[config.mk]
export PLATFORM = sky130hd
export DESIGN_NAME = ttp_top
export DESIGN_NICKNAME = d
export VERILOG_FILES = /design/src/ttp_pkg.sv /design/src/ttp_chan_if.sv /design/src/ttp_timer.sv /design/src/ttp_top.sv
export SDC_FILE = /design/constraint.sdc
export NUM_CORES = 1
export LEC_CHECK = 0
export BUFFER_PORTS_ARGS = -buffer_cell sky130_fd_sc_hd__buf_2
export CORE_UTILIZATION = 44
export DETAILED_ROUTE_END_ITERATION = 8
export SYNTH_ARGS = -nofsm -noshare
export SYNTH_HDL_FRONTEND = slang
export SYNTH_HIERARCHICAL = 1
export SYNTH_SLANG_ARGS = --single-unit
[constraint.sdc]
create_clock -name aclk -period 2.2 [get_ports aclk]
set_clock_uncertainty 0.05 [all_clocks]
set_input_delay 0.55 -clock aclk [delete_from_list [all_inputs] [get_ports aclk]]
set_output_delay 0.55 -clock aclk [all_outputs]
set_load 0.01 [all_outputs]
[src/ttp_pkg.sv]
package ttp_pkg;
  localparam int NUM_TIMERS = 3;
  localparam int AXI_AW = 8;
  localparam int CNT_W_RST = 32;
  localparam int PRESCALE_RST = 2;

  // ----------------------------------------------------------------
  // Register map (byte addresses)
  // ----------------------------------------------------------------
  localparam logic [7:0] CH_STRIDE = 8'h10;
  localparam logic [7:0] OFF_CTRL = 8'h00;
  localparam logic [7:0] OFF_CMP = 8'h04;
  localparam logic [7:0] OFF_DUTY = 8'h08;
  localparam logic [7:0] OFF_COUNT = 8'h0c;
  localparam logic [7:0] OFF_STATUS = 8'h30;
  localparam logic [7:0] OFF_MASK = 8'h34;
  localparam logic [7:0] OFF_PINS = 8'h38;

  // ----------------------------------------------------------------
  // Control/status word fields
  // ----------------------------------------------------------------
  localparam int CTRL_W = 7;
  localparam int CS_EN = 0;
  localparam int CS_MODE = 1;
  localparam int CS_MODE_W = 3;
  localparam int CS_EXT = 4;
  localparam int CS_DIR = 5;
  localparam int CS_DATA = 6;
  localparam int CS_PIN = 7;

  localparam logic [CTRL_W-1:0] CTRL_RST = 7'h00;
  localparam logic [31:0] CMP_RST = 32'h0000ffff;
  localparam logic [31:0] DUTY_RST = 32'h00000000;
  localparam logic [NUM_TIMERS-1:0] MASK_RST = 3'h0;

  localparam logic [1:0] RESP_OKAY = 2'h0;
  localparam logic [1:0] RESP_SLVERR = 2'h2;

  typedef enum logic [2:0] {
    MODE_GPIO = 3'h0,
    MODE_TIMER = 3'h1,
    MODE_PWM = 3'h2,
    MODE_WDOG = 3'h3,
    MODE_EVENT = 3'h4,
    MODE_MEASURE = 3'h5
  } ttp_mode_t;
endpackage : ttp_pkg

[src/ttp_chan_if.sv]
`timescale 1ns/1ps
interface ttp_chan_if #(parameter int CNT_W = 32);
  import ttp_pkg::*;
  logic en;
  ttp_mode_t mode;
  logic ext_sel;
  logic dir;
  logic data;
  logic [CNT_W-1:0] cmp;
  logic [CNT_W-1:0] duty;
  logic tick;
  logic pin_in;
  logic ext_in;
  logic stop;
  logic [CNT_W-1:0] count;
  logic event_p;
  logic pin_o;
  logic pin_oe_n;

  modport ctl (output en, mode, ext_sel, dir, data, cmp, duty, tick, pin_in, ext_in, stop,
               input count, event_p, pin_o, pin_oe_n);
  modport tmr (input en, mode, ext_sel, dir, data, cmp, duty, tick, pin_in, ext_in, stop,
               output count, event_p, pin_o, pin_oe_n);
endinterface : ttp_chan_if

[src/ttp_timer.sv]
`timescale 1ns/1ps
module ttp_timer #(
  parameter int CNT_W = 32
) (
  input wire logic aclk,
  input wire logic aresetn,
  ttp_chan_if.tmr ch
);
  import ttp_pkg::*;

  logic pin_prev;
  logic ext_prev;
  logic [CNT_W-1:0] count;
  logic toggle_lvl;
  logic wdog_fired;
  logic event_p;
  logic pin_o;
  logic pin_oe_n;

  // ----------------------------------------------------------------
  // Count source and compare
  // ----------------------------------------------------------------
  wire pin_rise = ch.pin_in & ~pin_prev;
  wire pin_fall = ~ch.pin_in & pin_prev;
  wire ext_rise = ch.ext_in & ~ext_prev;
  wire is_gpio = ch.mode == MODE_GPIO;
  wire is_meas = ch.mode == MODE_MEASURE;
  wire is_out_mode = (ch.mode == MODE_TIMER) | (ch.mode == MODE_PWM) | (ch.mode == MODE_WDOG);
  wire is_in_mode = (ch.mode == MODE_EVENT) | is_meas;
  wire src_tick = ch.ext_sel ? ext_rise : ch.tick;
  // Stop freezes the count, as the clocks of the real part would be halted
  wire run = ch.en & ~ch.stop & ~is_gpio;
  wire cnt_step = run & ((ch.mode == MODE_EVENT) ? pin_rise :
                         is_meas ? (src_tick & ch.pin_in) : src_tick);
  wire wrap = cnt_step & (count == ch.cmp);
  // measurement ends on the pin falling
  wire meas_done = run & is_meas & pin_fall;
  wire restart = ~ch.en | (run & is_meas & pin_rise);
  wire [CNT_W-1:0] next_count = (restart | wrap) ? '0 : cnt_step ? count + 1'b1 : count;
  wire next_lvl = (ch.mode == MODE_PWM) ? (count < ch.duty) :
                  (ch.mode == MODE_WDOG) ? wdog_fired : toggle_lvl;
  // output modes drive, general-purpose follows dir and data
  wire next_oe_n = is_gpio ? ~ch.dir : ~is_out_mode;
  wire next_pin_o = is_gpio ? ch.data : is_out_mode ? next_lvl : pin_o;

  always_ff @(posedge aclk) begin
    if (!aresetn) begin
      pin_prev <= 1'b0;
      ext_prev <= 1'b0;
      count <= '0;
      event_p <= 1'b0;
    end else begin
      pin_prev <= ch.pin_in;
      ext_prev <= ch.ext_in;
      count <= next_count;
      event_p <= wrap | meas_done;
    end
  end

  always_ff @(posedge aclk) begin
    if (!aresetn || !ch.en) begin
      toggle_lvl <= 1'b0;
      wdog_fired <= 1'b0;
    end else begin
      if (wrap && ch.mode == MODE_TIMER) begin
        toggle_lvl <= ~toggle_lvl;
      end
      if (wrap && ch.mode == MODE_WDOG) begin
        wdog_fired <= 1'b1;
      end
    end
  end

  // ----------------------------------------------------------------
  // Pin driver
  // ----------------------------------------------------------------
  // Stop releases the driver; pin_o keeps the last level as the keeper would
  always_ff @(posedge aclk) begin
    if (!aresetn) begin
      pin_oe_n <= 1'b1;
      pin_o <= 1'b0;
    end else if (ch.stop) begin
      pin_oe_n <= 1'b1;
    end else begin
      pin_oe_n <= next_oe_n;
      pin_o <= next_pin_o;
    end
  end

  assign ch.count = count;
  assign ch.event_p = event_p;
  assign ch.pin_o = pin_o;
  assign ch.pin_oe_n = pin_oe_n;
endmodule : ttp_timer

[src/ttp_top.sv]
// The implementer's own choices: the AXI4-Lite interface to the registers and the address map.
`timescale 1ns/1ps
module ttp_top #(
  parameter int CNT_W = ttp_pkg::CNT_W_RST,
  parameter int PRESCALE = ttp_pkg::PRESCALE_RST
) (
  input wire logic aclk,
  input wire logic aresetn,
  input wire logic [ttp_pkg::AXI_AW-1:0] awaddr,
  input wire logic [2:0] awprot,
  input wire logic awvalid,
  output logic awready,
  input wire logic [31:0] wdata,
  input wire logic [3:0] wstrb,
  input wire logic wvalid,
  output logic wready,
  output logic [1:0] bresp,
  output logic bvalid,
  input wire logic bready,
  input wire logic [ttp_pkg::AXI_AW-1:0] araddr,
  input wire logic [2:0] arprot,
  input wire logic arvalid,
  output logic arready,
  output logic [31:0] rdata,
  output logic [1:0] rresp,
  output logic rvalid,
  input wire logic rready,
  input wire logic timer0_pin_i,
  output logic timer0_pin_o,
  output logic timer0_pin_oe_n,
  input wire logic timer1_pin_i,
  output logic timer1_pin_o,
  output logic timer1_pin_oe_n,
  input wire logic timer2_pin_i,
  output logic timer2_pin_o,
  output logic timer2_pin_oe_n,
  input wire logic [ttp_pkg::NUM_TIMERS-1:0] ext_clk_in,
  input wire logic stop_state,
  input wire logic wait_state,
  output logic irq
);
  import ttp_pkg::*;

  logic [AXI_AW-1:0] aw_addr;
  logic [31:0] w_data;
  logic [3:0] w_strb;
  logic [NUM_TIMERS-1:0] pin_s1;
  logic [NUM_TIMERS-1:0] pin_s2;
  logic [NUM_TIMERS-1:0] pin_seen;
  logic [NUM_TIMERS-1:0] ext_s1;
  logic [NUM_TIMERS-1:0] ext_s2;
  logic [NUM_TIMERS-1:0] ext_seen;
  logic [15:0] presc_cnt;
  logic tick;
  logic [NUM_TIMERS-1:0] status;
  logic [NUM_TIMERS-1:0] mask;
  logic [NUM_TIMERS-1:0] ev_vec;
  logic [NUM_TIMERS-1:0] pin_o_v;
  logic [NUM_TIMERS-1:0] pin_oe_v;
  logic [NUM_TIMERS-1:0] rd_ch_hit;
  logic [NUM_TIMERS-1:0] wr_ch_hit;
  logic [31:0] rd_acc [NUM_TIMERS+1];

  // Wait has no path into this block, so it cannot disturb the pins
  // wait state ignored
  wire unused_inputs = &{awprot, arprot, wait_state};

  // ----------------------------------------------------------------
  // Bus decode
  // ----------------------------------------------------------------
  wire wr_fire = ~awready & ~wready & ~bvalid;
  wire ar_fire = arvalid & arready;
  wire [31:0] wmask = {{8{w_strb[3]}}, {8{w_strb[2]}}, {8{w_strb[1]}}, {8{w_strb[0]}}};
  wire wr_sel_status = aw_addr == OFF_STATUS;
  wire wr_sel_mask = aw_addr == OFF_MASK;
  wire wr_sel_pins = aw_addr == OFF_PINS;
  wire wr_hit = (|wr_ch_hit) | wr_sel_status | wr_sel_mask | wr_sel_pins;
  wire ar_sel_status = araddr == OFF_STATUS;
  wire ar_sel_mask = araddr == OFF_MASK;
  wire ar_sel_pins = araddr == OFF_PINS;
  wire rd_hit = (|rd_ch_hit) | ar_sel_status | ar_sel_mask | ar_sel_pins;
  wire rd_clr = ar_fire & ar_sel_status;
  wire [31:0] rd_word = ar_sel_status ? 32'(status) :
                        ar_sel_mask ? 32'(mask) :
                        ar_sel_pins ? 32'(pin_seen) : rd_acc[NUM_TIMERS];
  wire [NUM_TIMERS-1:0] next_mask = NUM_TIMERS'((32'(mask) & ~wmask) | (w_data & wmask));
  // Set wins over the read clear so no event is lost
  wire [NUM_TIMERS-1:0] next_status = ev_vec | (status & {NUM_TIMERS{~rd_clr}});

  assign rd_acc[0] = 32'h00000000;

  // ----------------------------------------------------------------
  // AXI4-Lite write channel
  // ----------------------------------------------------------------
  always_ff @(posedge aclk) begin
    if (!aresetn) begin
      awready <= 1'b1;
      aw_addr <= '0;
    end else if (awvalid && awready) begin
      awready <= 1'b0;
      aw_addr <= awaddr;
    end else if (bvalid && bready) begin
      awready <= 1'b1;
    end
  end

  always_ff @(posedge aclk) begin
    if (!aresetn) begin
      wready <= 1'b1;
      w_data <= 32'h00000000;
      w_strb <= 4'h0;
    end else if (wvalid && wready) begin
      wready <= 1'b0;
      w_data <= wdata;
      w_strb <= wstrb;
    end else if (bvalid && bready) begin
      wready <= 1'b1;
    end
  end

  always_ff @(posedge aclk) begin
    if (!aresetn) begin
      bvalid <= 1'b0;
      bresp <= RESP_OKAY;
    end else if (wr_fire) begin
      bvalid <= 1'b1;
      bresp <= wr_hit ? RESP_OKAY : RESP_SLVERR;
    end else if (bready) begin
      bvalid <= 1'b0;
    end
  end

  // ----------------------------------------------------------------
  // AXI4-Lite read channel
  // ----------------------------------------------------------------
  always_ff @(posedge aclk) begin
    if (!aresetn) begin
      arready <= 1'b1;
      rvalid <= 1'b0;
      rdata <= 32'h00000000;
      rresp <= RESP_OKAY;
    end else if (ar_fire) begin
      arready <= 1'b0;
      rvalid <= 1'b1;
      rdata <= rd_word;
      rresp <= rd_hit ? RESP_OKAY : RESP_SLVERR;
    end else if (rvalid && rready) begin
      arready <= 1'b1;
      rvalid <= 1'b0;
    end
  end

  // ----------------------------------------------------------------
  // Pin synchronisers, prescaler, interrupt
  // ----------------------------------------------------------------
  // in Stop the sampled pin levels freeze, so input pins are ignored
  always_ff @(posedge aclk) begin
    if (!aresetn) begin
      pin_s1 <= '0;
      pin_s2 <= '0;
      pin_seen <= '0;
      ext_s1 <= '0;
      ext_s2 <= '0;
      ext_seen <= '0;
    end else begin
      pin_s1 <= {timer2_pin_i, timer1_pin_i, timer0_pin_i};
      pin_s2 <= pin_s1;
      ext_s1 <= ext_clk_in;
      ext_s2 <= ext_s1;
      if (!stop_state) begin
        pin_seen <= pin_s2;
        ext_seen <= ext_s2;
      end
    end
  end

  always_ff @(posedge aclk) begin
    if (!aresetn || tick) begin
      presc_cnt <= 16'h0000;
    end else if (!stop_state) begin
      presc_cnt <= presc_cnt + 16'h0001;
    end
  end

  assign tick = (presc_cnt == 16'(PRESCALE - 1)) & ~stop_state;

  always_ff @(posedge aclk) begin
    if (!aresetn) begin
      status <= '0;
      mask <= MASK_RST;
      irq <= 1'b0;
    end else begin
      status <= next_status;
      irq <= |(status & mask);
      if (wr_fire && wr_sel_mask) begin
        mask <= next_mask;
      end
    end
  end

  // ----------------------------------------------------------------
  // Timer channels
  // ----------------------------------------------------------------
  // one independent channel per timer
  for (genvar i = 0; i < NUM_TIMERS; i++) begin : g_ch
    localparam logic [7:0] BASE = 8'(CH_STRIDE * i);
    logic [CTRL_W-1:0] ctrl_stat;
    logic [CNT_W-1:0] cmp;
    logic [CNT_W-1:0] duty;
    logic [31:0] rd_ch;
    ttp_chan_if #(.CNT_W(CNT_W)) chi ();

    wire wr_ctrl = wr_fire & (aw_addr == BASE + OFF_CTRL);
    wire wr_cmp = wr_fire & (aw_addr == BASE + OFF_CMP);
    wire wr_duty = wr_fire & (aw_addr == BASE + OFF_DUTY);
    wire ar_ctrl = araddr == BASE + OFF_CTRL;
    wire ar_cmp = araddr == BASE + OFF_CMP;
    wire ar_duty = araddr == BASE + OFF_DUTY;
    wire ar_count = araddr == BASE + OFF_COUNT;
    wire [31:0] m_ctrl = (32'(ctrl_stat) & ~wmask) | (w_data & wmask);
    wire [31:0] m_cmp = (32'(cmp) & ~wmask) | (w_data & wmask);
    wire [31:0] m_duty = (32'(duty) & ~wmask) | (w_data & wmask);

    assign wr_ch_hit[i] = (aw_addr == BASE + OFF_CTRL) | (aw_addr == BASE + OFF_CMP) |
                          (aw_addr == BASE + OFF_DUTY) | (aw_addr == BASE + OFF_COUNT);
    assign rd_ch_hit[i] = ar_ctrl | ar_cmp | ar_duty | ar_count;
    // pin level readable beside the control bits
    assign rd_ch = ar_ctrl ? 32'({pin_seen[i], ctrl_stat}) :
                   ar_cmp ? 32'(cmp) :
                   ar_duty ? 32'(duty) :
                   ar_count ? 32'(chi.count) : 32'h00000000;
    assign rd_acc[i+1] = rd_acc[i] | rd_ch;

    // reset leaves the pin a general-purpose input
    // control writes choose direction or timer function
    always_ff @(posedge aclk) begin
      if (!aresetn) begin
        ctrl_stat <= CTRL_RST;
        cmp <= CNT_W'(CMP_RST);
        duty <= CNT_W'(DUTY_RST);
      end else begin
        if (wr_ctrl) begin
          ctrl_stat <= m_ctrl[CTRL_W-1:0];
        end
        if (wr_cmp) begin
          cmp <= m_cmp[CNT_W-1:0];
        end
        if (wr_duty) begin
          duty <= m_duty[CNT_W-1:0];
        end
      end
    end

    assign chi.en = ctrl_stat[CS_EN];
    assign chi.mode = ttp_mode_t'(ctrl_stat[CS_MODE +: CS_MODE_W]);
    assign chi.ext_sel = ctrl_stat[CS_EXT];
    assign chi.dir = ctrl_stat[CS_DIR];
    assign chi.data = ctrl_stat[CS_DATA];
    assign chi.cmp = cmp;
    assign chi.duty = duty;
    assign chi.tick = tick;
    assign chi.pin_in = pin_seen[i];
    assign chi.ext_in = ext_seen[i];
    assign chi.stop = stop_state;
    assign ev_vec[i] = chi.event_p;
    assign pin_o_v[i] = chi.pin_o;
    assign pin_oe_v[i] = chi.pin_oe_n;

    ttp_timer #(.CNT_W(CNT_W)) u_timer (
      .aclk(aclk),
      .aresetn(aresetn),
      .ch(chi.tmr)
    );
  end

  assign timer0_pin_o = pin_o_v[0];
  assign timer0_pin_oe_n = pin_oe_v[0];
  assign timer1_pin_o = pin_o_v[1];
  assign timer1_pin_oe_n = pin_oe_v[1];
  assign timer2_pin_o = pin_o_v[2];
  assign timer2_pin_oe_n = pin_oe_v[2];
endmodule : ttp_top
# Yosys cells after proc, flatten, opt, wreduce, memory -nomap -nowiden
# Cells that the tools add are included.
# classes
n_shift,0
reduce_logical,41
mul,0
n_addsub,4
n_bitwise,143
n_eq_ne,47
order_cmp,3
n_mux,50
div_mod_pow,0
# op_table
op,count
2-to-1 mux 32 bit,15
bitwise OR 32 bit,8
AND 32 bit,7
"equality test 8 x 6 -> 1 bit, second input constant",14
"adder 32 x 1 -> 32 bit, second input constant",3
equality test 32 bit,3
< comparator 32 bit,3
"equality test 8 x 5 -> 1 bit, second input constant",8
AND 1 bit,47
bitwise OR 1 bit,39
2-to-1 mux 1 bit,33
"equality test 8 x 4 -> 1 bit, second input constant",4
NOT 32 bit,1
NOT 1 bit,30
AND 7 bit,3
bitwise OR 7 bit,3
"equality test 3 x 2 -> 1 bit, second input constant",6
"equality test 3 bit, second input constant",6
"adder 16 x 1 -> 16 bit, second input constant",1
"equality test 16 x 1 -> 1 bit, second input constant",1
"equality test 8 x 3 -> 1 bit, second input constant",2
zero test 8 bit,2
nonzero test 2 bit,7
logical AND 1 bit,11
10 further kinds,31
# totals
romBits,0
latchBits,0
ram_bits,0
ff_bits,456
memories,0
input_bits,73

# Longest topological paths before layout
# logic_depth
ltp_word,10
ltp_mapped,10
mapped_depth_nobuf,9

# Modules after synthesis
# Netlist, hierarchy kept.
# modules_own_cells
module,cells_per_inst,area_per_inst_um2,instances
ttp_top,1785,15598.7,1
ttp_timer (g_ch[1].u_timer ...),375,3045.4,2
ttp_timer (g_ch[0].u_timer),369,3036.7,1

# Worst setup path after synthesis
# Ideal clock, no wire load.
# synth_timing
kind,input to register
from,in stop_state
to,reg g_ch[1].u_timer.count[10]
path_slack_ns,-0.154
arrival_time_ns,2.177
path_buffers,1
cell_stages,8
cell_sequence,nor4_1 -> and4_1 -> mux2i_1 -> o21ai_1 -> nand4_1 -> o2111ai_1 -> clkbuf_1 -> nor2_1
# synth_between
elab_chain_cells,10
word_cells_on_any_way,15
# synth_rtl
element,line_no,source
"start, declared",ttp_top.sv:38,"input wire logic stop_state,"
NOT 1 bit (*),ttp_top.sv:185,assign tick = (presc_cnt == 16'(PRESCALE - 1)) & ~stop_state;
AND 1 bit (*),ttp_top.sv:185,
via g_ch[0].chi.tick,ttp_chan_if.sv:11,logic tick;
2-to-1 mux 1 bit (*),ttp_timer.sv:30,wire src_tick = ch.ext_sel ? ext_rise : ch.tick;
AND 1 bit,ttp_timer.sv:34,is_meas ? (src_tick & ch.pin_in) : src_tick);
2-to-1 mux 1 bit (*),ttp_timer.sv:34,
2-to-1 mux 1 bit (*),ttp_timer.sv:33,wire cnt_step = run & ((ch.mode == MODE_EVENT) ? pin_rise :
AND 1 bit (*),ttp_timer.sv:33,
AND 1 bit,ttp_timer.sv:35,wire wrap = cnt_step & (count == ch.cmp);
bitwise OR 1 bit,ttp_timer.sv:39,wire [CNT_W-1:0] next_count = (restart | wrap) ? '0 : cnt_step ? count + 1'b1 : count;
OR reduction 2 bit (no line),n/a,
"end signal, assigned",ttp_timer.sv:55,count <= next_count;
"end, declared",ttp_timer.sv:13,logic [CNT_W-1:0] count;
# Mark *: on every way through the listed nets, which the timed path passes. The rest lies on a longest branch.
# A chain may end at the register's enable or synchronous reset.

# Worst setup path after layout
# layout_timing
from,reg presc_cnt[8]
to,reg g_ch[2].u_timer.count[10]
# layout_between
elab_chain_cells,10
# layout_rtl
element,line_no,source
"start, declared",ttp_top.sv:53,logic [15:0] presc_cnt;
"start signal, assigned",ttp_top.sv:181,presc_cnt <= presc_cnt + 16'h0001;
equality test 16 x 1 -> 1 bit (*),ttp_top.sv:185,
AND 1 bit (*),ttp_top.sv:185,
via g_ch[0].chi.tick,ttp_chan_if.sv:11,
2-to-1 mux 1 bit (*),ttp_timer.sv:30,
AND 1 bit,ttp_timer.sv:34,
2-to-1 mux 1 bit (*),ttp_timer.sv:34,
2-to-1 mux 1 bit (*),ttp_timer.sv:33,
AND 1 bit (*),ttp_timer.sv:33,
AND 1 bit,ttp_timer.sv:35,
bitwise OR 1 bit,ttp_timer.sv:39,
OR reduction 2 bit (no line),n/a,
"end signal, assigned",ttp_timer.sv:55,
"end, declared",ttp_timer.sv:13,
# Marks and branches as above.

==> impl_metrics.env <==
export IMPL_r2r_cells=10
export IMPL_fp_dieW_um=239.1
export IMPL_ys_ff_latch=454
export IMPL_hold_class="in -> reg"
export IMPL_violations="setup timing"
export IMPL_fin_area_um2=31510
export IMPL_placed_area_um2=28760
export IMPL_htreeDepth=2
export IMPL_synthesis_area_um2=24730
export IMPL_final_nets=3493
export IMPL_drt_first_iter_violations=1773
export IMPL_drt_wl_total_um=87690
export IMPL_reg2reg_to="g_ch[2].u_timer/ch.count[10]"
export IMPL_viasPerCell=5.706
export IMPL_grt_pass1_wl_um=130800
export IMPL_r2r_setup_slack_ns=-0.20
export IMPL_cts_root_buf="clkbuf_16"
export IMPL_routedWlPerCell_um=21.35
export IMPL_clk_pin_slew_worst_paths_ns=0.06
export IMPL_power_density_nw_per_um2=594.0
export IMPL_syn_inst=2904
export IMPL_hpwl_um=65560
export IMPL_grt_max_degree=107
export IMPL_rsz0062_at_grt="true"
export IMPL_numCtsBuffers=52
export IMPL_ir_drop_uv=512.4
export IMPL_ys_top_cells_by_area="dfxtp_1, nand2_1, ha_1, nand3_1, xor2_1"
export IMPL_max_freq_mhz=416.0
export IMPL_vias=23434
export IMPL_max_cap_viol_count=0
export IMPL_cts_tree="built"
export IMPL_globalplace_congestion=0.9356
export IMPL_drtPass1Iterations=6
export IMPL_min_to="ext_s1[1]"
export IMPL_fin_cells=4107
export IMPL_dieArea_um2=57150
export IMPL_yosysTopAreaCell="dfxtp_1"
export IMPL_critical_path_slowest_cell="dfxtp_1"
export IMPL_tightest_slew_ns=0.7426
export IMPL_maxSlewHeadroom_pct=50.42
export IMPL_hold_viol=0
export IMPL_p_leak_nw=12.56
export IMPL_path_class="reg -> reg"
export IMPL_io_buffers=111
export IMPL_synth_main_ff_cell="dfxtp_1"
export IMPL_grt_pass1_vias=22550
export IMPL_syn_area_per_cell_um2=8.515
export IMPL_hp_start="ext_clk_in[1]"
export IMPL_synth_top_area_share_pct=36.76
export IMPL_ys_warn_count=6
export IMPL_dp_cells=3981
export IMPL_cp_arrival_ns=2.86
export IMPL_holdWs_ns=0.1099
export IMPL_antenna_found_initial=1
export IMPL_area_growth_pct=27.44
export IMPL_startpoint_type="flop"
export IMPL_end_kind="flop"
export IMPL_fin_ws_ns=-0.2040
export IMPL_coreArea_um2=55310
export IMPL_clock_latency_ns=0.61
export IMPL_grt_usage_pct=29.79
export IMPL_io_pins=121
export IMPL_max_stage_delay_ns=0.38
export IMPL_status="complete, but fails checks"
export IMPL_fillers=5050
export IMPL_yosysSeqAreaShare_pct=36.76
export IMPL_antenna_left=0
export IMPL_r2r_start="presc_cnt[8]"
export IMPL_clk_path_buf_depth=3
export IMPL_die_y_um=239.1
export IMPL_utilization_pct=56.97
export IMPL_async_reset_ff_share_pct=0
export IMPL_finalSetupViolations=93
export IMPL_layout_min_cycle_time_ns=2.404
export IMPL_slew_viol_final=0
export IMPL_rows=86
export IMPL_initial_utilization_pct=44.71
export IMPL_drive_above_1_share_pct=24.15
export IMPL_period_share_pct=109.3
export IMPL_synth_cell_types=92
export IMPL_cp_data_required_time_ns=2.65
export IMPL_synth_edff_count=0
export IMPL_cts_sinks=454
export IMPL_crit_chain="nor4b_4, and4_1, buf_6, mux2i_1, o21ai_2, nand4_1, buf_4, o2111ai_4, clkbuf_16, nor2_1"
export IMPL_gr_total_overflow=0
export IMPL_drcViolationCount=0
export IMPL_hold_depth=2
export IMPL_crit_fanout=8
==> cell usage in the layout (no fill, tap or decap), types with 16 or more instances in the layout <==
| cell | synthesis | final |
|---|---|---|
| a22o_1 | 24 | 24 |
| nand3_1 | 209 | 204 |
| buf_2 | 17 | 109 |
| buf_12 | 0 | 33 |
| nor4_1 | 22 | 16 |
| inv_1 | 104 | 103 |
| ha_1 | 98 | 96 |
| mux2i_1 | 91 | 90 |
| buf_4 | 6 | 366 |
| nand2b_1 | 18 | 18 |
| clkbuf_16 | 0 | 57 |
| o21ai_0 | 87 | 86 |
| nand4_1 | 93 | 93 |
| o22ai_1 | 29 | 29 |
| a22oi_1 | 41 | 41 |
| nor3_1 | 20 | 20 |
| mux2_2 | 37 | 37 |
| a21boi_0 | 114 | 113 |
| o221ai_1 | 29 | 29 |
| and3_1 | 24 | 24 |
| and2_1 | 29 | 29 |
| dfxtp_1 | 454 | 445 |
| a21o_1 | 35 | 35 |
| nor2b_1 | 53 | 52 |
| a21boi_1 | 75 | 75 |
| nor2_1 | 159 | 151 |
| xor2_1 | 113 | 108 |
| xnor2_1 | 83 | 80 |
| nand2_1 | 413 | 404 |
| a21oi_1 | 71 | 66 |
==> synthesized netlist by cell type (35+ instances only) <==
cell	count
a21oi_1	71
nand2_1	413
inv_1	104
xor2_1	113
nand3_1	209
nand4_1	93
a21o_1	35
a21boi_0	114
clkbuf_1	122
nor2_1	159
xnor2_1	83
o21ai_0	87
a22oi_1	41
nor2b_1	53
mux2i_1	91
ha_1	98
mux2_2	37
a21boi_1	75
dfxtp_1	454
==> where the power goes <==
part           total [mW]  internal [mW]  leakage, nW  switching (mW)
clock network        9.13           5.54        0.874            3.59
registers            8.49           8.31         3.68           0.182
logic                1.10          0.480         8.01           0.618
==> layer usage <==
layer	track usage [%]	vias to the layer above	routed length, um
li1	-	11142	-
met5	0	-	0
met3	5.277	182	6049
met2	49.68	803	40480
met4	12.08	0	3722
met1	37.85	11307	37430
==> per-stage QoR <==
stage	setup WS, ns	TNS (ns)	total power [mW]
2_1_floorplan	-0.04695	-0.09889	9.189
3_3_place_gp	-0.4354	-36.55	9.689
3_5_place_dp	-0.4370	-42.03	9.709
5_1_grt	-0.3286	-20.79	19.29
4_1_cts	-0.1608	-7.292	18.81
6_report	-0.2040	-10.20	18.72
==> worst max-delay path, delay by kind of cell, from the launching register on <==
family | cells | cell delay, ns
compound gates | 2 | 0.33
mux | 1 | 0.09
simple gates | 4 | 0.82
flops | 1 | 0.38
buf+inv | 3 | 0.63
==> cells by family (layout without fill, tap and decap cells) <==
family | count (synthesis) | count (layout) | synth area share, %
and+or+nand+nor | 1169 | 1172 | 24.75
DFF | 454 | 454 | 36.76
other | 1 | 3 | 0.01517
buffers and inverters | 274 | 724 | 4.600
AOI/OAI and AO/OA | 579 | 579 | 16.15
xor gates and xnor gates | 196 | 196 | 6.943
muxes | 133 | 133 | 5.824
adders and majority gates | 98 | 98 | 4.959
==> how the worst max path moves through the flow <==
stage	from	endpoint	slack, ns	cells past startpoint
floorplan	stop_state	g_ch[0].u_timer/toggle_lvl	-0.05	7
global placement	stop_state	g_ch[0].u_timer/ch.count[29]	-0.44	10
detailed placement	stop_state	g_ch[0].u_timer/ch.count[29]	-0.44	9
CTS	presc_cnt[1]	g_ch[2].u_timer/toggle_lvl	-0.16	10
global route	presc_cnt[1]	g_ch[2].u_timer/toggle_lvl	-0.33	10
finish	presc_cnt[8]	g_ch[2].u_timer/ch.count[10]	-0.20	10
==> timing repair <==
item	4_1_cts	5_1_grt
buffers inserted	11	17
gates cloned	5	8
hold buffers	0	0
resized for setup	58	64
setup endpoints to repair	107	199
pin swaps	16	30
==> cell type report <==
type	count	area [um^2]	share of cell area, %
Antenna cell	1	2.502	0.007942
Inverter	106	397.9	1.263
Sequential cell	454	9102	28.89
Tap cell	748	935.9	2.970
Clock inverter	17	245.2	0.7783
Multi-Input combinational cell	2180	14980	47.55
Clock buffer	73	1541	4.892
Timing Repair Buffer	528	4303	13.66
Note: power is estimated with default switching activity, not from simulation.
